[src/tpm_pkg.sv]
// Constants, register map and carrier types of the pulse measure/PULSE_OUT_PIN timer.
// Assumes one 100 MHz clock and a single-cycle register port.
// Summary of operation
// - Measure: count starts at trigger edge, then ticks on source clock.
// - Start field picks rising or falling input edge as trigger.
// - Capture-mode bit: 1 single-edge capture, 0 double-edge capture.
// - Single: opposite edge captures, interrupts, sets count to 1; trigger resumes.
// - Single: counter rests at 1 after capture until next edge.
// - Double: capture on opposite edge; on trigger capture again, clear.
// - Generation: start on input edge or at once by command.
// - Repeat bit: 0 continuous pulse train, 1 one-shot.
// - Continuous: B match toggles, interrupts; A match also clears count.
// - Stopping by start field 00 keeps the output level.
// - One-shot: A match toggles, interrupts, stops timer, holds level.
// - Output pin is inverse of output flop, whose load bit sets polarity.
// - Reset clears the output flop.
// - Flop bit loads only on a generation-mode write while stopped, before the timer has run.
// - Stop power mode clears start field and halts the timer.
package tpm_pkg;

  localparam int CNT_W = 16;
  localparam int ADDR_W = 8;
  localparam int DATA_W = 32;
  localparam int DIV_W = 8;
  localparam int SYNC_STAGES = 2;

  localparam logic [ADDR_W-1:0] OFS_CTRL = 8'h00;
  localparam logic [ADDR_W-1:0] OFS_CMPA = 8'h04;
  localparam logic [ADDR_W-1:0] OFS_CMPB = 8'h08;
  localparam logic [ADDR_W-1:0] OFS_COUNT = 8'h0C;
  localparam logic [ADDR_W-1:0] OFS_STATUS = 8'h10;

  // Control word layout, low bit first
  localparam int CTRL_MODE_LSB = 0;
  localparam int CTRL_START_LSB = 2;
  localparam int CTRL_CAP_BIT = 4;
  localparam int CTRL_REP_BIT = 5;
  localparam int CTRL_TFF_BIT = 6;
  localparam int CTRL_CLK_LSB = 7;
  localparam int CTRL_W = 9;
  localparam logic [CTRL_W-1:0] CTRL_RESET = 9'h000;
  localparam logic [CNT_W-1:0] CMP_RESET = 16'h0000;

  // Status word layout
  localparam int STAT_ARM_BIT = 0;
  localparam int STAT_RUN_BIT = 1;
  localparam int STAT_PIN_BIT = 2;
  localparam int STAT_W = 3;

  localparam logic [1:0] MODE_TIMER = 2'h0;
  localparam logic [1:0] MODE_MEAS = 2'h1;
  localparam logic [1:0] MODE_PPG = 2'h2;

  localparam logic [1:0] START_STOP = 2'h0;
  localparam logic [1:0] START_CMD = 2'h1;
  localparam logic [1:0] START_RISE = 2'h2;
  localparam logic [1:0] START_FALL = 2'h3;

  // Source clock tick masks: divide by 1, 2, 16, 128
  localparam logic [3:0][DIV_W-1:0] DIV_MASK = {8'h7F, 8'h0F, 8'h01, 8'h00};

  typedef struct packed {
    logic [1:0] clk_sel;
    logic out_flop_init;
    logic pulse_repeat_select;
    logic capture_edge_mode;
    logic [1:0] start_edge_select;
    logic [1:0] timer_mode_field;
  } tpm_ctrl_t;

  typedef struct packed {
    logic [ADDR_W-1:0] addr;
    logic [DATA_W-1:0] wdata;
    logic wr;
    logic rd;
  } tpm_bus_req_t;

  typedef enum logic [1:0] {ST_STOP, ST_ARM, ST_RUN} tpm_state_t;

endpackage

[src/tpm_edge_sync.sv]
// Pin synchroniser with rising and falling edge pulses.
// Assumes an asynchronous pin and one clock domain.
`timescale 1ns/1ps
module tpm_edge_sync #(
  parameter int STAGES = 2
) (
  input wire logic clk_sys,
  input wire logic rst,
  input wire logic pin,
  output logic rise,
  output logic fall
);

  logic [STAGES-1:0] sync_q;
  logic prev_q;

  if (STAGES < 2) begin : g_bad_stages
    $error("tpm_edge_sync needs at least two stages");
  end

  // Only the last stage and its delayed copy feed the edge logic
  always_ff @(posedge clk_sys or posedge rst) begin
    if (rst) begin
      sync_q <= '0;
      prev_q <= 1'b0;
    end else begin
      sync_q <= {sync_q[STAGES-2:0], pin};
      prev_q <= sync_q[STAGES-1];
    end
  end

  assign rise = sync_q[STAGES-1] & ~prev_q;
  assign fall = ~sync_q[STAGES-1] & prev_q;

endmodule // tpm_edge_sync

[src/tpm_top.sv]
// Pulse width measurement and programmable pulse generation timer.
// Assumes a register master on clk_sys and an asynchronous input pin.
`timescale 1ns/1ps
module tpm_top
  import tpm_pkg::*;
#(
  parameter int CW = CNT_W
) (
  input wire logic clk_sys,
  input wire logic rst,
  input wire tpm_bus_req_t bus_req,
  input wire logic stop_mode_req,
  input wire logic timer_input_pin,
  output logic [DATA_W-1:0] rdata,
  output logic timer_irq,
  output logic pulse_out_pin
);

  if (CW < 2 || CW > DATA_W) begin : g_bad_width
    $error("tpm_top counter width out of range");
  end

  tpm_ctrl_t ctrl_q;
  tpm_ctrl_t ctrl_d;
  tpm_state_t st_q;
  tpm_state_t st_d;
  logic [CW-1:0] cmpa_q;
  logic [CW-1:0] cmpb_q;
  logic [CW-1:0] cnt_q;
  logic [CW-1:0] cnt_d;
  logic [DIV_W-1:0] div_q;
  logic tff_q;
  logic tff_d;
  logic ran_q;
  logic ran_d;
  logic pin_q;
  logic irq_q;
  logic irq_d;
  logic [DATA_W-1:0] rdata_q;
  logic cap_en;
  logic tog;
  logic shot_end;
  logic in_rise;
  logic in_fall;

  tpm_edge_sync #(
    .STAGES(SYNC_STAGES)
  ) u_sync (
    .clk_sys(clk_sys),
    .rst(rst),
    .pin(timer_input_pin),
    .rise(in_rise),
    .fall(in_fall)
  );

  // Register decode
  wire wr_ctrl = bus_req.wr && (bus_req.addr == OFS_CTRL);
  wire wr_cmpa = bus_req.wr && (bus_req.addr == OFS_CMPA);
  wire wr_cmpb = bus_req.wr && (bus_req.addr == OFS_CMPB);
  wire tpm_ctrl_t wr_val = tpm_ctrl_t'(bus_req.wdata[CTRL_W-1:0]);
  wire [CW-1:0] wr_cnt = bus_req.wdata[CW-1:0];

  // Mode and edge selection
  wire is_meas = ctrl_q.timer_mode_field == MODE_MEAS;
  wire is_ppg = ctrl_q.timer_mode_field == MODE_PPG;
  wire single_cap = ctrl_q.capture_edge_mode;
  wire one_shot = ctrl_q.pulse_repeat_select;
  wire fall_sel = ctrl_q.start_edge_select == START_FALL;
  wire trig = fall_sel ? in_fall : in_rise;
  wire opp = fall_sel ? in_rise : in_fall;
  wire stopped = (ctrl_q.start_edge_select == START_STOP) ||
                 !(is_meas || is_ppg);
  wire cmd_start = is_ppg && (ctrl_q.start_edge_select == START_CMD);
  wire [DIV_W-1:0] div_mask = DIV_MASK[ctrl_q.clk_sel];
  wire tick = (div_q & div_mask) == div_mask;
  wire hit_a = cnt_q == cmpa_q;
  wire hit_b = cnt_q == cmpb_q;
  wire [CW-1:0] cnt_inc = cnt_q + 1'b1;

  // Read selection
  wire [STAT_W-1:0] status = {pin_q, st_q == ST_RUN, st_q == ST_ARM};
  wire [DATA_W-1:0] rd_ctrl = DATA_W'(ctrl_q);
  wire [DATA_W-1:0] rd_cmpa = DATA_W'(cmpa_q);
  wire [DATA_W-1:0] rd_cmpb = DATA_W'(cmpb_q);
  wire [DATA_W-1:0] rd_cnt = DATA_W'(cnt_q);
  wire [DATA_W-1:0] rd_stat = DATA_W'(status);
  wire [DATA_W-1:0] rd_sel =
    (bus_req.addr == OFS_CTRL) ? rd_ctrl :
    (bus_req.addr == OFS_CMPA) ? rd_cmpa :
    (bus_req.addr == OFS_CMPB) ? rd_cmpb :
    (bus_req.addr == OFS_COUNT) ? rd_cnt :
    (bus_req.addr == OFS_STATUS) ? rd_stat : '0;
  wire [DATA_W-1:0] rdata_d = bus_req.rd ? rd_sel : '0;

  // Counter sequencing
  always_comb begin
    st_d = st_q;
    cnt_d = cnt_q;
    cap_en = 1'b0;
    irq_d = 1'b0;
    tog = 1'b0;
    shot_end = 1'b0;
    if (stopped || stop_mode_req) begin
      st_d = ST_STOP;
      cnt_d = '0;
    end else begin
      unique case (st_q)
        ST_STOP: begin
          st_d = cmd_start ? ST_RUN : ST_ARM;
        end
        ST_ARM: begin
          if (trig) begin
            st_d = ST_RUN;
          end
        end
        ST_RUN: begin
          if (is_meas) begin
            if (opp) begin
              cap_en = 1'b1;
              irq_d = 1'b1;
              if (single_cap) begin
                cnt_d = CW'(1);
                st_d = ST_ARM;
              end else if (tick) begin
                cnt_d = cnt_inc;
              end
            end else if (trig && !single_cap) begin
              cap_en = 1'b1;
              irq_d = 1'b1;
              cnt_d = '0;
            end else if (tick) begin
              cnt_d = cnt_inc;
            end
          end else if (tick) begin
            if (hit_a) begin
              tog = 1'b1;
              irq_d = 1'b1;
              cnt_d = '0;
              if (one_shot) begin
                shot_end = 1'b1;
                st_d = ST_STOP;
              end
            end else begin
              tog = hit_b;
              irq_d = hit_b;
              cnt_d = cnt_inc;
            end
          end
        end
        default: begin
          st_d = ST_STOP;
        end
      endcase
    end
  end

  // Control register and output flop
  always_comb begin
    ctrl_d = ctrl_q;
    tff_d = tff_q;
    ran_d = ran_q;
    if (wr_ctrl) begin
      ctrl_d = wr_val;
    end
    if (shot_end || stop_mode_req) begin
      ctrl_d.start_edge_select = START_STOP;
    end
    if (!is_ppg) begin
      tff_d = 1'b0;
      ran_d = 1'b0;
    end else if (st_q == ST_RUN) begin
      ran_d = 1'b1;
    end
    if (wr_ctrl && wr_val.timer_mode_field == MODE_PPG &&
        st_q == ST_STOP && !ran_q) begin
      tff_d = wr_val.out_flop_init;
    end
    if (tog) begin
      tff_d = ~tff_q;
    end
  end

  always_ff @(posedge clk_sys or posedge rst) begin
    if (rst) begin
      ctrl_q <= tpm_ctrl_t'(CTRL_RESET);
      st_q <= ST_STOP;
      cnt_q <= '0;
      div_q <= '0;
      tff_q <= 1'b0;
      ran_q <= 1'b0;
      pin_q <= 1'b1;
      irq_q <= 1'b0;
      rdata_q <= '0;
    end else begin
      ctrl_q <= ctrl_d;
      st_q <= st_d;
      cnt_q <= cnt_d;
      div_q <= div_q + 1'b1;
      tff_q <= tff_d;
      ran_q <= ran_d;
      pin_q <= ~tff_d;
      irq_q <= irq_d;
      rdata_q <= rdata_d;
    end
  end

  // Compare A, and compare B shared with the capture path
  always_ff @(posedge clk_sys or posedge rst) begin
    if (rst) begin
      cmpa_q <= CMP_RESET;
      cmpb_q <= CMP_RESET;
    end else begin
      if (wr_cmpa) begin
        cmpa_q <= wr_cnt;
      end
      if (cap_en) begin
        cmpb_q <= cnt_q;
      end else if (wr_cmpb) begin
        cmpb_q <= wr_cnt;
      end
    end
  end

  assign rdata = rdata_q;
  assign timer_irq = irq_q;
  assign pulse_out_pin = pin_q;

  // Checks
  a_arm_count_holds: assert property (
    @(posedge clk_sys) disable iff (rst)
    (st_q == ST_ARM && !stopped && !stop_mode_req && !trig)
      |=> $stable(cnt_q))
    else $error("counter moved while waiting for trigger");

  a_meas_count_tick: assert property (
    @(posedge clk_sys) disable iff (rst)
    (st_q == ST_RUN && is_meas && !stopped && !stop_mode_req &&
     tick && !trig && !opp)
      |=> cnt_q == CW'($past(cnt_q) + 1'b1))
    else $error("counter missed a source clock tick");

  a_single_capture: assert property (
    @(posedge clk_sys) disable iff (rst)
    (st_q == ST_RUN && is_meas && single_cap && opp &&
     !stopped && !stop_mode_req)
      |=> cmpb_q == $past(cnt_q) && timer_irq && cnt_q == CW'(1) &&
          st_q == ST_ARM)
    else $error("single edge capture went wrong");

  a_single_rest_one: assert property (
    @(posedge clk_sys) disable iff (rst)
    (st_q == ST_ARM && is_meas && single_cap && cnt_q == CW'(1) &&
     !stop_mode_req && !stopped && trig)
      |=> st_q == ST_RUN && cnt_q == CW'(1))
    else $error("counter did not resume from one");

  a_double_restart: assert property (
    @(posedge clk_sys) disable iff (rst)
    (st_q == ST_RUN && is_meas && !single_cap && trig && !opp &&
     !stopped && !stop_mode_req)
      |=> cnt_q == '0 && timer_irq && cmpb_q == $past(cnt_q) &&
          st_q == ST_RUN)
    else $error("double edge trigger capture went wrong");

  a_ppg_b_toggle: assert property (
    @(posedge clk_sys) disable iff (rst)
    (st_q == ST_RUN && is_ppg && tick && hit_b && !hit_a &&
     !stopped && !stop_mode_req)
      |=> pulse_out_pin != $past(pulse_out_pin) && timer_irq)
    else $error("compare B match did not toggle output");

  a_one_shot_end: assert property (
    @(posedge clk_sys) disable iff (rst)
    (st_q == ST_RUN && is_ppg && one_shot && tick && hit_a &&
     !stopped && !stop_mode_req)
      |=> ctrl_q.start_edge_select == START_STOP && timer_irq
      ##1 st_q == ST_STOP && $stable(pulse_out_pin))
    else $error("one shot did not stop and hold");

  a_stop_holds_pin: assert property (
    @(posedge clk_sys) disable iff (rst)
    (is_ppg && stopped && !wr_ctrl) [*2] |=> $stable(pulse_out_pin))
    else $error("stopped output changed level");

  a_pin_inverse: assert property (
    @(posedge clk_sys) disable iff (rst)
    pulse_out_pin == !tff_q)
    else $error("output pin is not the inverse of the flop");

  a_stop_mode: assert property (
    @(posedge clk_sys) disable iff (rst)
    stop_mode_req |=> ctrl_q.start_edge_select == START_STOP &&
                      st_q == ST_STOP && cnt_q == '0)
    else $error("stop power mode did not halt the timer");

  a_double_opp_count: assert property (
    @(posedge clk_sys) disable iff (rst)
    (st_q == ST_RUN && is_meas && !single_cap && opp && tick &&
     !stopped && !stop_mode_req)
      |=> cnt_q == CW'($past(cnt_q) + 1'b1) && timer_irq &&
          cmpb_q == $past(cnt_q) && st_q == ST_RUN)
    else $error("double edge capture stopped the counter");

  a_cmd_start: assert property (
    @(posedge clk_sys) disable iff (rst)
    (st_q == ST_STOP && cmd_start && !stopped && !stop_mode_req)
      |=> st_q == ST_RUN)
    else $error("command start did not run the timer");

  a_ppg_a_clear: assert property (
    @(posedge clk_sys) disable iff (rst)
    (st_q == ST_RUN && is_ppg && !one_shot && tick && hit_a &&
     !stopped && !stop_mode_req)
      |=> cnt_q == '0 && timer_irq && st_q == ST_RUN &&
          pulse_out_pin != $past(pulse_out_pin))
    else $error("compare A match did not clear and toggle");

endmodule // tpm_top

[config.mk]
export PLATFORM = sky130hd
export DESIGN_NAME = tpm_top
export DESIGN_NICKNAME = d
export VERILOG_FILES = /design/src/tpm_pkg.sv /design/src/tpm_edge_sync.sv /design/src/tpm_top.sv
export SDC_FILE = /design/constraint.sdc
export NUM_CORES = 1
export LEC_CHECK = 0
export BUFFER_PORTS_ARGS = -buffer_cell sky130_fd_sc_hd__buf_2
export CORE_MARGIN = 1.5
export CORE_UTILIZATION = 45
export CTS_CLUSTER_DIAMETER = 200
export DETAILED_ROUTE_END_ITERATION = 6
export PLACE_DENSITY = 0.75
export SLEW_MARGIN = 30
export SYNTH_ARGS = -nofsm -noshare
export SYNTH_HDL_FRONTEND = slang
export SYNTH_SLANG_ARGS = --single-unit
[constraint.sdc]
create_clock -name clk_sys -period 2.7 [get_ports clk_sys]
set_input_delay 0.54 -clock clk_sys [delete_from_list [all_inputs] [get_ports clk_sys]]
set_output_delay 0.54 -clock clk_sys [all_outputs]
set_load 0.03 [all_outputs]
======== Word-level counts from Yosys, hierarchy flattened ========
Index checks and enable logic that the tools add are counted.
storage, ports and cells
  register bits ........................... 90
  output and inout bits ................... 34
cells by class
  $add $sub $neg .......................... 2
  $lt $le $gt $ge ......................... 1
  equality and inequality tests ........... 21
  mux-type cells .......................... 57
  bitwise gates (word level) .............. 7
  reductions and logical operators ........ 24
operators by type and width
  operator                                               count
  two-way mux 16 bit                                     16
  == test 16 bit                                         2
  two-way mux 1 bit                                      26
  two-way mux 2 bit                                      10
  inequality test 4 x 3 -> 1 bit, second input constant  5
  adder 16 x 1 -> 16 bit, second input constant          1
  binary-select mux 8 bit (select 2 bit)                 1
  == test 8 x 4 -> 1 bit, second input constant          2
  adder 8 x 1 -> 8 bit, second input constant            1
  AND 8 bit                                              1
  == test 2 bit, second input constant                   4
  == test 8 x 3 -> 1 bit, second input constant          1
  == test 8 x 5 -> 1 bit, second input constant          1
  == test 8 bit                                          1
  logical AND 1 bit                                      8
  logical NOT 8 bit                                      1
  two-way mux 8 bit                                      1
  == test 2 x 1 -> 1 bit, second input constant          3
  case mux 2 bit (3 select lines)                        1
  AND reduction 6 bit                                    1
  nonzero test 2 bit                                     3
  logical NOT 2 bit                                      2
  logical OR 1 bit                                       4
  two-way mux 4 bit                                      1
  other kinds (9)                                        15

======== Logic depth before layout (Yosys ltp) ========
Gate-level depths: netlist of run 1.
  depth in word-level cells ............... 10
  depth in mapped cells ................... 9

======== Modules after synthesis ========
From an unflattened synthesis of run 1, not the netlist that was laid out.
second synthesis, totals
  cell total of the unflattened synthesis .. 513
  area total of the unflattened synthesis .. 5108.6 um^2
by module, submodules not included
  module         times used  cells an instance  area an instance (um^2)
  tpm_top        1           507                5014.8
  tpm_edge_sync  1           6                  93.8

======== Least setup slack after synthesis of run 1 ========
OpenSTA, ideal clock, no wires.
  kind .................................... input-to-reg
  from .................................... input bus_req[41] in the netlist's numbering
  to ...................................... register cmpb_q[3]
  setup time .............................. 0.137 ns
  arrival ................................. 2.083 ns
  required time ........................... 2.563 ns
  setup slack ............................. 0.480 ns
  cell stages on the path ................. 8
  path buffers ............................ 2
  path through ............................ or4_4 nor3_2 and3b_1 buf_4 nand2_2 buf_6 mux2i_1 a21oi_1
between the ends
  longest elaborated chain between the ends .. 3
RTL lines
  item                          RTL line        RTL
  start: declaration            tpm_top.sv:11   input wire tpm_bus_req_t bus_req,
  == test 8 x 4 -> 1 bit        tpm_top.sv:59   wire wr_cmpb = bus_req.wr && (bus_req.addr == OFS_CMPB);
  logical AND 1 bit             tpm_top.sv:59
  nonzero test 2 bit (no line)  -
  end signal: assignment        tpm_top.sv:217  cmpb_q <= cnt_q;
  end signal: assignment        tpm_top.sv:219  cmpb_q <= wr_cnt;
  end: declaration              tpm_top.sv:28   logic [CW-1:0] cmpb_q;
No other way between the ends.
A chain may end at the register's enable or synchronous reset.

======== Worst setup path in the final report of run 1 ========
  from .................................... register ctrl_q[0] in the netlist's numbering
  to ...................................... register cnt_q[15]
between the ends
  longest elaborated chain between the ends .. 7
  elaborated cells between the ends (all ways) .. 12
  classes of those cells .................. eq/ne: 2; mux: 3; reduce/logical: 7
RTL lines
  item                                                                       RTL line                      RTL
  start: declaration                                                         tpm_top.sv:23                 tpm_ctrl_t ctrl_q;
  start signal: assignment                                                   tpm_top.sv:185                ctrl_q <= tpm_ctrl_t'(CTRL_RESET);
  start signal: assignment                                                   tpm_top.sv:195                ctrl_q <= ctrl_d;
  == test 2 x 1 -> 1 bit / == test 2 bit (equally long branches)             tpm_top.sv:64, tpm_top.sv:65
  logical OR 1 bit                                                           tpm_top.sv:72                 !(is_meas || is_ppg);
  logical NOT 1 bit                                                          tpm_top.sv:72
  logical OR 1 bit                                                           tpm_top.sv:71                 wire stopped = (ctrl_q.start_edge_select == START_STOP) ||
  logical OR 1 bit                                                           tpm_top.sv:103                if (stopped || stop_mode_req) begin
  nonzero test 3 bit (no line) / nonzero test 2 bit (equally long branches)  -
  AND reduction 2 bit (no line)                                              -
  end signal: assignment                                                     tpm_top.sv:197                cnt_q <= cnt_d;
  end: declaration                                                           tpm_top.sv:29                 logic [CW-1:0] cnt_q;
Parallel ways exist; a longest one is shown, timed or not. The select of a mux whose other input is x is not followed.

==> metrics, run 1 <==
status completed; vias per cell 5.88; top cell type's share of synthesized area 42.9%; Synth Register Bits 89; PostCTS Resize Cnt 0; vias after detailed routing 4,158; DR WL/cell 18.1 um; Setup crit start kind register; vias in the first global route 3,915; RSZ-0062 raised after global routing no; global route overflow 0; endpoints failing hold 0; Area contributors post-synth dfrtp_1, mux2_2, xnor2_1, a21oi_1, mux2i_1; largest net degree at the start of global routing 43; core box area 11,000 um^2; post-route cell area 5860 um^2; Seq/Total Area, Yosys 43.5%; Site Rows 38; Inserted Clock Buffers 9; Area Growth Syn to Fin 14.3%; critical path type register to register; Sw Pwr 0.716 mW; sum of negative setup slack 0 ns; combinational share of power 9.1%; CTS Root Cell clkbuf_16; Post-CTS Setup Bufs 0; clock latency on the worst-skew pair 0.35 ns; Tightest Hold Check Type input pin to asynchronous set/reset pin; overall die width 110 um; DRT Pass-1 Iters 6; count of input and output buffers 47; Sink Count 89; Clock Skews 0.00640 ns; arrival time at the worst endpoint 2.82 ns; clock tree buffer depth 2; Slew Limit Fails 0; gr usage total 22.6%; max_cap viols 0; worst-path maximum fanout 16; share of cells above drive strength 1 25.9%; Post-Syn Area 5130 um^2; dpl cell area 5540 um^2; Pint 2.30 mW; power density over cell area 515 nW/um^2; Async SR Flop Fraction 100%; I/O pin cnt 80; final setup violation count 0; average size of a mapped cell 10.0 um^2; number of diodes 0; Slew @ Worst Pin 0.672 ns; hold buffers post-CTS 0; final wirelength 12.8 mm; Yosys warnings 0; Synth Instances 512; Die H 110 um; Die Footprint 12,000 um^2; Worst slew margin 54.7%; post-layout net count 612; first-pass GRT wire length 20.4 mm; endpoint class of the critical path register; fmax 0.385 GHz; Post-route DRC 0; CTS tree yes; fin crit period 2.60 ns; drt initial violations 416; antenna violations before repair 0; post-synth top area cell dfrtp_1; DP Wirelength 9.41 mm; Fin Hold WS 0.127 ns; Cells after DPL 691; Starting Density 46.7%; Post-synth EDFFs 0; switch share 23.7%; Post-synth top flop dfrtp_1; CP required 2.93 ns; Finished Layout Cells 707; period utilisation layout 96.1%; Synth cell types 63; static leakage 2.74 nW; clock share of power 44.6%; routability cong. 0.915; H-tree lvl count 3; post-route ant nets 0; Clk pin slew, worst setup/hold paths 0.06 ns; VDD IR max 0.344 mV; Seq pwr share 46.3%
cell usage in the layout, fill, tap and decap left out, drive strengths merged, types with 3 or more instances in the layout:
cell     netlist  layout
a21oi         49      49
a22oi         20      20
a31oi         12      12
and3           6       6
and3b          3       3
buf           23      74
clkbuf        27      11
clkinv         0       3
conb           1      16
dfrtp         88      88
ha             4       4
inv           13      12
mux2          31      31
mux2i         20      20
nand2         26      26
nand2b         4       4
nand3          7       7
nand3b         3       3
nand4         11      11
nor2          42      42
nor2b          8       8
nor3           6       6
nor4           5       5
o21ai         25      25
o2bb2ai        4       4
o31ai          3       3
xnor2         37      37
state kept, by name, summed over array words and instances, names as in the netlist, 2 cells and up:
signal,flops
cmpa_q,16
cmpb_q,16
cnt_q,16
ctrl_q,7
div_q,7
rdata,16
st_q,2
u_sync.sync_q,2
cells by family (layout without fill, tap and decap cells):
family          after synthesis  in the layout  synth area share (%)
buf+inv                      63            103                  6.47
compound gates              137            137                  17.5
other cells                   1             16                0.0731
flops                        89             89                  43.5
fa+ha+maj                     4              4                 0.976
xor+xnor                     39             39                  6.66
simple gates                128            128                  14.1
mux                          51             51                  10.7
worst max-delay path, stage by stage, from the launching register on:
cell and delay, ns:
dfrtp_1 0.43, inv_1 0.07, ha_1 0.31, nor4_1 0.45, o21ai_1 0.23, o32ai_4 0.29
buf_4 0.25, a41oi_1 0.15, a31oi_1 0.29
Yosys cell counts, drive strengths merged, types with 3 or more instances:
library cell and instances:
nor4 5, and3b 3, o31ai 3, nand3 7
mux2i 20, a22oi 20, a21oi 49, nand3b 3
nor2b 8, o21ai 25, o2bb2ai 4, clkbuf 27
ha 4, dfrtp 88, and3 6, a31oi 12
nor2 42, buf 23, nand2b 4, mux2 31
nor3 6, nand4 11, xnor2 37, nand2 26
inv 13
per-layer routing:
layer	vias to the layer above	GRT usage (%)	share of wire [%]
li1	1907	-	-
met1	2025	31.0	43
met2	189	35.4	47
met3	37	3.91	6.4
met4	0	9.46	3.1
met5	-	0	0
power by group through the flow:
stage	clock, mW	sequential, mW	combinational [mW]
6_report	1.34	1.40	0.274
5_1_grt	1.41	1.40	0.299
4_1_cts	1.37	1.40	0.275
3_5_place_dp	0	1.42	0.274
3_3_place_gp	0	1.42	0.268
2_1_floorplan	0	1.41	0.206
final cells by class:
cell class,instances,area (um^2)
Clock inverter,5,78.8
Timing Repair Buffer,74,450
Fill cell,932,5120
Tap cell,140,175
Clock buffer,11,243
Sequential cell,89,2230
Multi-Input combinational cell,375,2630
Inverter,13,52.6
per-stage QoR:
step                setup slack [ns]  total power [mW]  utilization, %
detailed placement             0.163              1.69            50.4
floorplan                      0.480              1.62               -
global placement               0.217              1.69            50.4
global route                  0.0131              3.11            53.3
CTS                            0.156              3.04            53.3
finish                         0.105              3.02            53.3
path summary, 6_finish.rpt:
check	startpoint	end	slack (ns)	cells after the start
max	ctrl_q[0]$_DFFE_PP0N_	cnt_q[15]$_DFFE_PP0P_	0.10	8
min	rst	rdata[3]$_DFF_PP0_	0.13	2
max reg2reg	ctrl_q[0]$_DFFE_PP0N_	cnt_q[15]$_DFFE_PP0P_	0.10	8
min reg2reg	u_sync.sync_q[0]$_DFF_PP0_	u_sync.sync_q[1]$_DFF_PP0_	0.35	0
max in group asynchronous	rst	cmpb_q[8]$_DFFE_PP0P_	1.82	3
min in group clk_sys	timer_input_pin	u_sync.sync_q[0]$_DFF_PP0_	0.30	1
Note: power is estimated with default switching activity, not from simulation.
==> run 2: changes to the inputs <==
BUFFER_PORTS_ARGS = -buffer_cell sky130_fd_sc_hd__clkbuf_2   (was -buffer_cell sky130_fd_sc_hd__buf_2)
CAP_MARGIN = 10   (was unset)
==> metrics, run 2 (synthesized netlist as in run 1, its figures left out) <==
Setup WS post-layout 0.179 ns; final setup violation count 0; Die Footprint 12,000 um^2; vias in the first global route 4,102; final wirelength 13.2 mm; gr usage total 23.6%; core box area 11,000 um^2; CTS tree yes; VDD IR max 0.328 mV; antenna violations before repair 0; overall die width 110 um; fin crit period 2.52 ns; DP Wirelength 9.39 mm; share of cells above drive strength 1 25.9%; post-layout net count 612; drt initial violations 405; clock share of power 47.1%; critical path type register to register; Site Rows 38; I/O pin cnt 80; most frequent standard cell in the layout excluding fill and tap cells dfrtp_1; global route overflow 0; clock latency on the worst-skew pair 0.35 ns; hold buffers post-CTS 0; Setup crit start kind register; Post-CTS Setup Bufs 0; switch share 23.4%; Inserted Clock Buffers 9; endpoint class of the critical path register; Clock Skews 0.0101 ns; Multi-input gate area 2630 um^2; DRT Pass-1 Iters 5; vias after detailed routing 4,163; Clk pin slew, worst setup/hold paths 0.07 ns; RSZ-0062 raised after global routing no; pre-CTS WS 0.183 ns; Seq pwr share 44.2%; combinational share of power 8.7%; static leakage 2.75 nW; routability cong. 0.947; Die H 110 um; period utilisation layout 93.4%; H-tree lvl count 3; worst-path maximum fanout 16; Pint 2.42 mW; clock tree buffer depth 2; final-layout fill cell count 955; Slew Limit Fails 0; Slew @ Worst Pin 0.795 ns; DR WL/cell 18.6 um; count of input and output buffers 47; largest net degree at the start of global routing 48; endpoints failing hold 0; r2r setup slk 0.18 ns; PostCTS Resize Cnt 0; status completed; Sw Pwr 0.739 mW; Tightest Hold Check Type input pin to asynchronous set/reset pin; Post-route DRC 0; sequential cell area 2230 um^2; max_cap viols 0; Sink Count 89; vias per cell 5.89; power density over cell area 537 nW/um^2; number of diodes 0; Area Growth Syn to Fin 14.9%; sum of negative setup slack 0 ns; first-pass GRT wire length 21.5 mm; post-route ant nets 0; CTS Root Cell clkbuf_16; arrival time at the worst endpoint 2.75 ns; Worst slew margin 46.9%; CP required 2.93 ns; Starting Density 46.7%; fmax 0.397 GHz; most frequent cells in the layout dfrtp_1, a21oi_1, clkbuf_2
## run 2: cell types whose count changed in the layout (fill, tap and decap cells not counted), sizes merged
cell	change
clkinv	-2
buf	-47
clkbuf	+48
bufinv	+1
## run 2: cell type report
cell class	instances	share of cell area, %
well taps	140	2.97
flip-flops and latches	89	37.8
multi-input cells	375	44.6
repair buffers	74	7.64
clock inverters	4	1.68
clock buffers	12	4.35
inverters	13	0.892
## run 2: power groups by stage
stage / Sequential (mW) / Combinational [mW] / Clock, mW
4_1_cts: 1.40 / 0.276 / 1.50
6_report: 1.40 / 0.276 / 1.49
2_1_floorplan: 1.41 / 0.206 / 0
3_3_place_gp: 1.42 / 0.269 / 0
5_1_grt: 1.40 / 0.300 / 1.57
3_5_place_dp: 1.42 / 0.273 / 0
## run 2: final timing paths
kind,from,to,depth (start not counted)
worst max-delay path,ctrl_q[0]$_DFFE_PP0N_,cnt_q[15]$_DFFE_PP0P_,8
worst min-delay path,rst,cnt_q[5]$_DFFE_PP0P_,2
min in group clk_sys,timer_input_pin,u_sync.sync_q[0]$_DFF_PP0_,1
worst min register to register,u_sync.sync_q[0]$_DFF_PP0_,u_sync.sync_q[1]$_DFF_PP0_,0
worst max register to register,ctrl_q[0]$_DFFE_PP0N_,cnt_q[15]$_DFFE_PP0P_,8
max in group asynchronous,rst,cmpb_q[11]$_DFFE_PP0P_,3
## run 2: per-layer routing
layer	part of all wire, %	global-route usage [%]
met1	43	31.7
met2	48	37.4
met3	7.1	4.80
met4	2.0	9.00
met5	0	0
## run 2: stage by stage
step | utilization [%] | power, mW | cells | hold WS [ns] | instance area (um^2)
after floorplan | - | 1.62 | 527 | 0.331 | 5190
after global placement | 50.4 | 1.69 | 691 | 0.342 | 5540
after detailed placement | 50.4 | 1.69 | 691 | 0.344 | 5540
after CTS | 53.6 | 3.17 | 707 | 0.214 | 5890
after global routing | 53.6 | 3.26 | 707 | 0.232 | 5890
final | 53.6 | 3.16 | 707 | 0.200 | 5890
## run 2: critical path, cell delays in order, from the launching register on
cell     delay [ns]
dfrtp_1        0.42
inv_1          0.08
ha_1           0.31
nor4_1         0.44
o21ai_1        0.22
o32ai_4        0.28
buf_4          0.25
a41oi_1        0.13
a31oi_1        0.27
==> run 3: changes to the inputs <==
PLACE_DENSITY = 0.73   (was 0.75)
SKIP_CTS_REPAIR_TIMING = 1   (was unset)
SYNTH_HIERARCHICAL = 1   (was unset)
clock period = 2.4 ns   (was 2.7 ns; I/O delays follow)
==> metrics, run 3 <==
endpoints failing hold 0; Sink Count 89; final-layout fill cell count 966; power density over cell area 559 nW/um^2; VDD IR max 0.604 mV; CP required 2.67 ns; sum of negative setup slack 0 ns; largest net degree at the start of global routing 56; DP Wirelength 9.54 mm; Pint 2.48 mW; Post-synth top flop dfrtp_1; DRT Pass-1 Iters 6; Die H 110 um; antenna violations before repair 0; switch share 25.5%; Die Footprint 12,000 um^2; r2r worst-path depth 7; routability cong. 0.889; Area Growth Syn to Fin 16.7%; Synth cell types 65; vias after detailed routing 4,112; Final Core Density 54.5%; first-pass GRT wire length 21.1 mm; Sw Pwr 0.849 mW; Tightest Hold Check Type input pin to asynchronous set/reset pin; Slew @ Worst Pin 0.725 ns; most frequent cells in the layout dfrtp_1, nor2_1, clkbuf_2; critical path type register to register; Setup WS post-layout 0.105 ns; Clock Skews 0.00840 ns; vias per cell 5.69; fmax 0.436 GHz; Synth Instances 513; period utilisation layout 95.6%; count of input and output buffers 47; core box area 10,900 um^2; drt initial violations 296; Cells after DPL 707; I/O pin cnt 80; Yosys warnings 6; Post-synth EDFFs 0; Worst slew margin 51.7%; status completed; post-route cell area 5960 um^2; H-tree lvl count 3; arrival time at the worst endpoint 2.57 ns; worst-path maximum fanout 7; pre-CTS WS 0.0571 ns; Slew Limit Fails 0; CTS Root Cell clkbuf_16; vias in the first global route 4,132; Finished Layout Cells 723; share of cells above drive strength 1 26.6%; post-layout net count 628; most frequent standard cell in the layout excluding fill and tap cells dfrtp_1; gr usage total 23.3%; CTS tree yes; fin crit period 2.30 ns; global route overflow 0; top-count cell post-synth dfrtp_1; Post-Syn Area 5110 um^2; Inserted Clock Buffers 9; combinational share of power 9.5%; clock latency on the worst-skew pair 0.35 ns; Synth Register Bits 89; clock tree buffer depth 2; synth cell count leaders dfrtp_1, nor2_1, a21oi_1, xor2_1, mux2_2; Setup crit start kind register; max_cap viols 0; overall die width 110 um; post-route ant nets 0; Clk pin slew, worst setup/hold paths 0.06 ns; RSZ-0062 raised after global routing no; Site Rows 38; Area contributors post-synth dfrtp_1, mux2_2, xor2_1, mux2i_1, nor2_1; DR WL/cell 17.9 um; Post-route DRC 0; number of diodes 0; final setup violation count 0; Starting Density 46.7%; final wirelength 12.9 mm; Async SR Flop Fraction 100%; Seq/Total Area, Yosys 43.6%; static leakage 3.14 nW; average size of a mapped cell 9.96 um^2; clock share of power 43.4%; endpoint class of the critical path register; post-synth top area cell dfrtp_1; Seq pwr share 47.1%; dpl cell area 5630 um^2; top cell type's share of synthesized area 43.1%
run 3: cell types whose count changed after synthesis, sizes merged, moves of 9 or more:
cell | before | now
a21oi | 49 | 37
a22oi | 20 | 7
xor2 | 2 | 36
mux2i | 20 | 29
xnor2 | 37 | 3
nor2 | 42 | 52
run 3: logic make-up after synthesis:
| kind of cell | synth area share [%] |
|---|---|
| other | 0.0734 |
| xor gates and xnor gates | 6.69 |
| muxes | 12.6 |
| buffers and inverters | 5.90 |
| and+or+nand+nor | 15.7 |
| AOI/OAI and AO/OA | 14.5 |
| adders and majority gates | 0.980 |
| DFF | 43.6 |
run 3: worst paths after layout:
kind	from	slack [ns]	endpoint
max	ctrl_q[0]$_DFFE_PP0N_	0.10	pulse_out_pin$_DFF_PP1_
min	rst	0.007	u_sync/sync_q[0]$_DFF_PP0_
max reg2reg	ctrl_q[0]$_DFFE_PP0N_	0.10	pulse_out_pin$_DFF_PP1_
min reg2reg	u_sync/sync_q[0]$_DFF_PP0_	0.35	u_sync/sync_q[1]$_DFF_PP0_
max in group asynchronous	rst	1.55	cnt_q[0]$_DFFE_PP0P_
min in group clk_sys	timer_input_pin	0.24	u_sync/sync_q[0]$_DFF_PP0_
run 3: critical path, cell delays in order, from the launching register on:
cell	delay, ns
dfrtp_1	0.40
inv_1	0.06
ha_1	0.36
nor4_4	0.34
nand3_2	0.23
a211oi_1	0.37
inv_1	0.15
mux2_4	0.32
run 3: metal layers:
layer  part of all wire (%)  up-vias  wire length, um  global-route usage (%)
met5                      0        -                0                       0
met4                    2.4        0              307                    8.35
met3                    5.2       27              666                    4.56
met2                     48      143             6200                    37.0
met1                     44     2009             5740                    31.7
li1                       -     1933                -                       -
run 3: cell type report:
type	count	area [um^2]	area share [%]
multi-input cells	380	2670	44.8
flip-flops and latches	89	2230	37.4
repair buffers	88	543	9.11
clock buffers	10	239	4.01
well taps	140	175	2.94
clock inverters	6	65.1	1.09
inverters	10	41.3	0.693
run 3: metrics by stage:
stage	hold WS [ns]	power, mW
4_1_cts	0.00677	3.35
3_3_place_gp	0.334	1.89
5_1_grt	0.00981	3.46
3_5_place_dp	0.347	1.90
6_report	0.00691	3.33
2_1_floorplan	0.234	1.81
run 3: power by group through the flow:
stage / Clock (mW) / Combinational [mW] / Sequential (mW)
floorplan: 0 / 0.224 / 1.59
global route: 1.54 / 0.345 / 1.57
finish: 1.45 / 0.316 / 1.57
detailed placement: 0 / 0.305 / 1.60
CTS: 1.47 / 0.306 / 1.57
global placement: 0 / 0.299 / 1.59
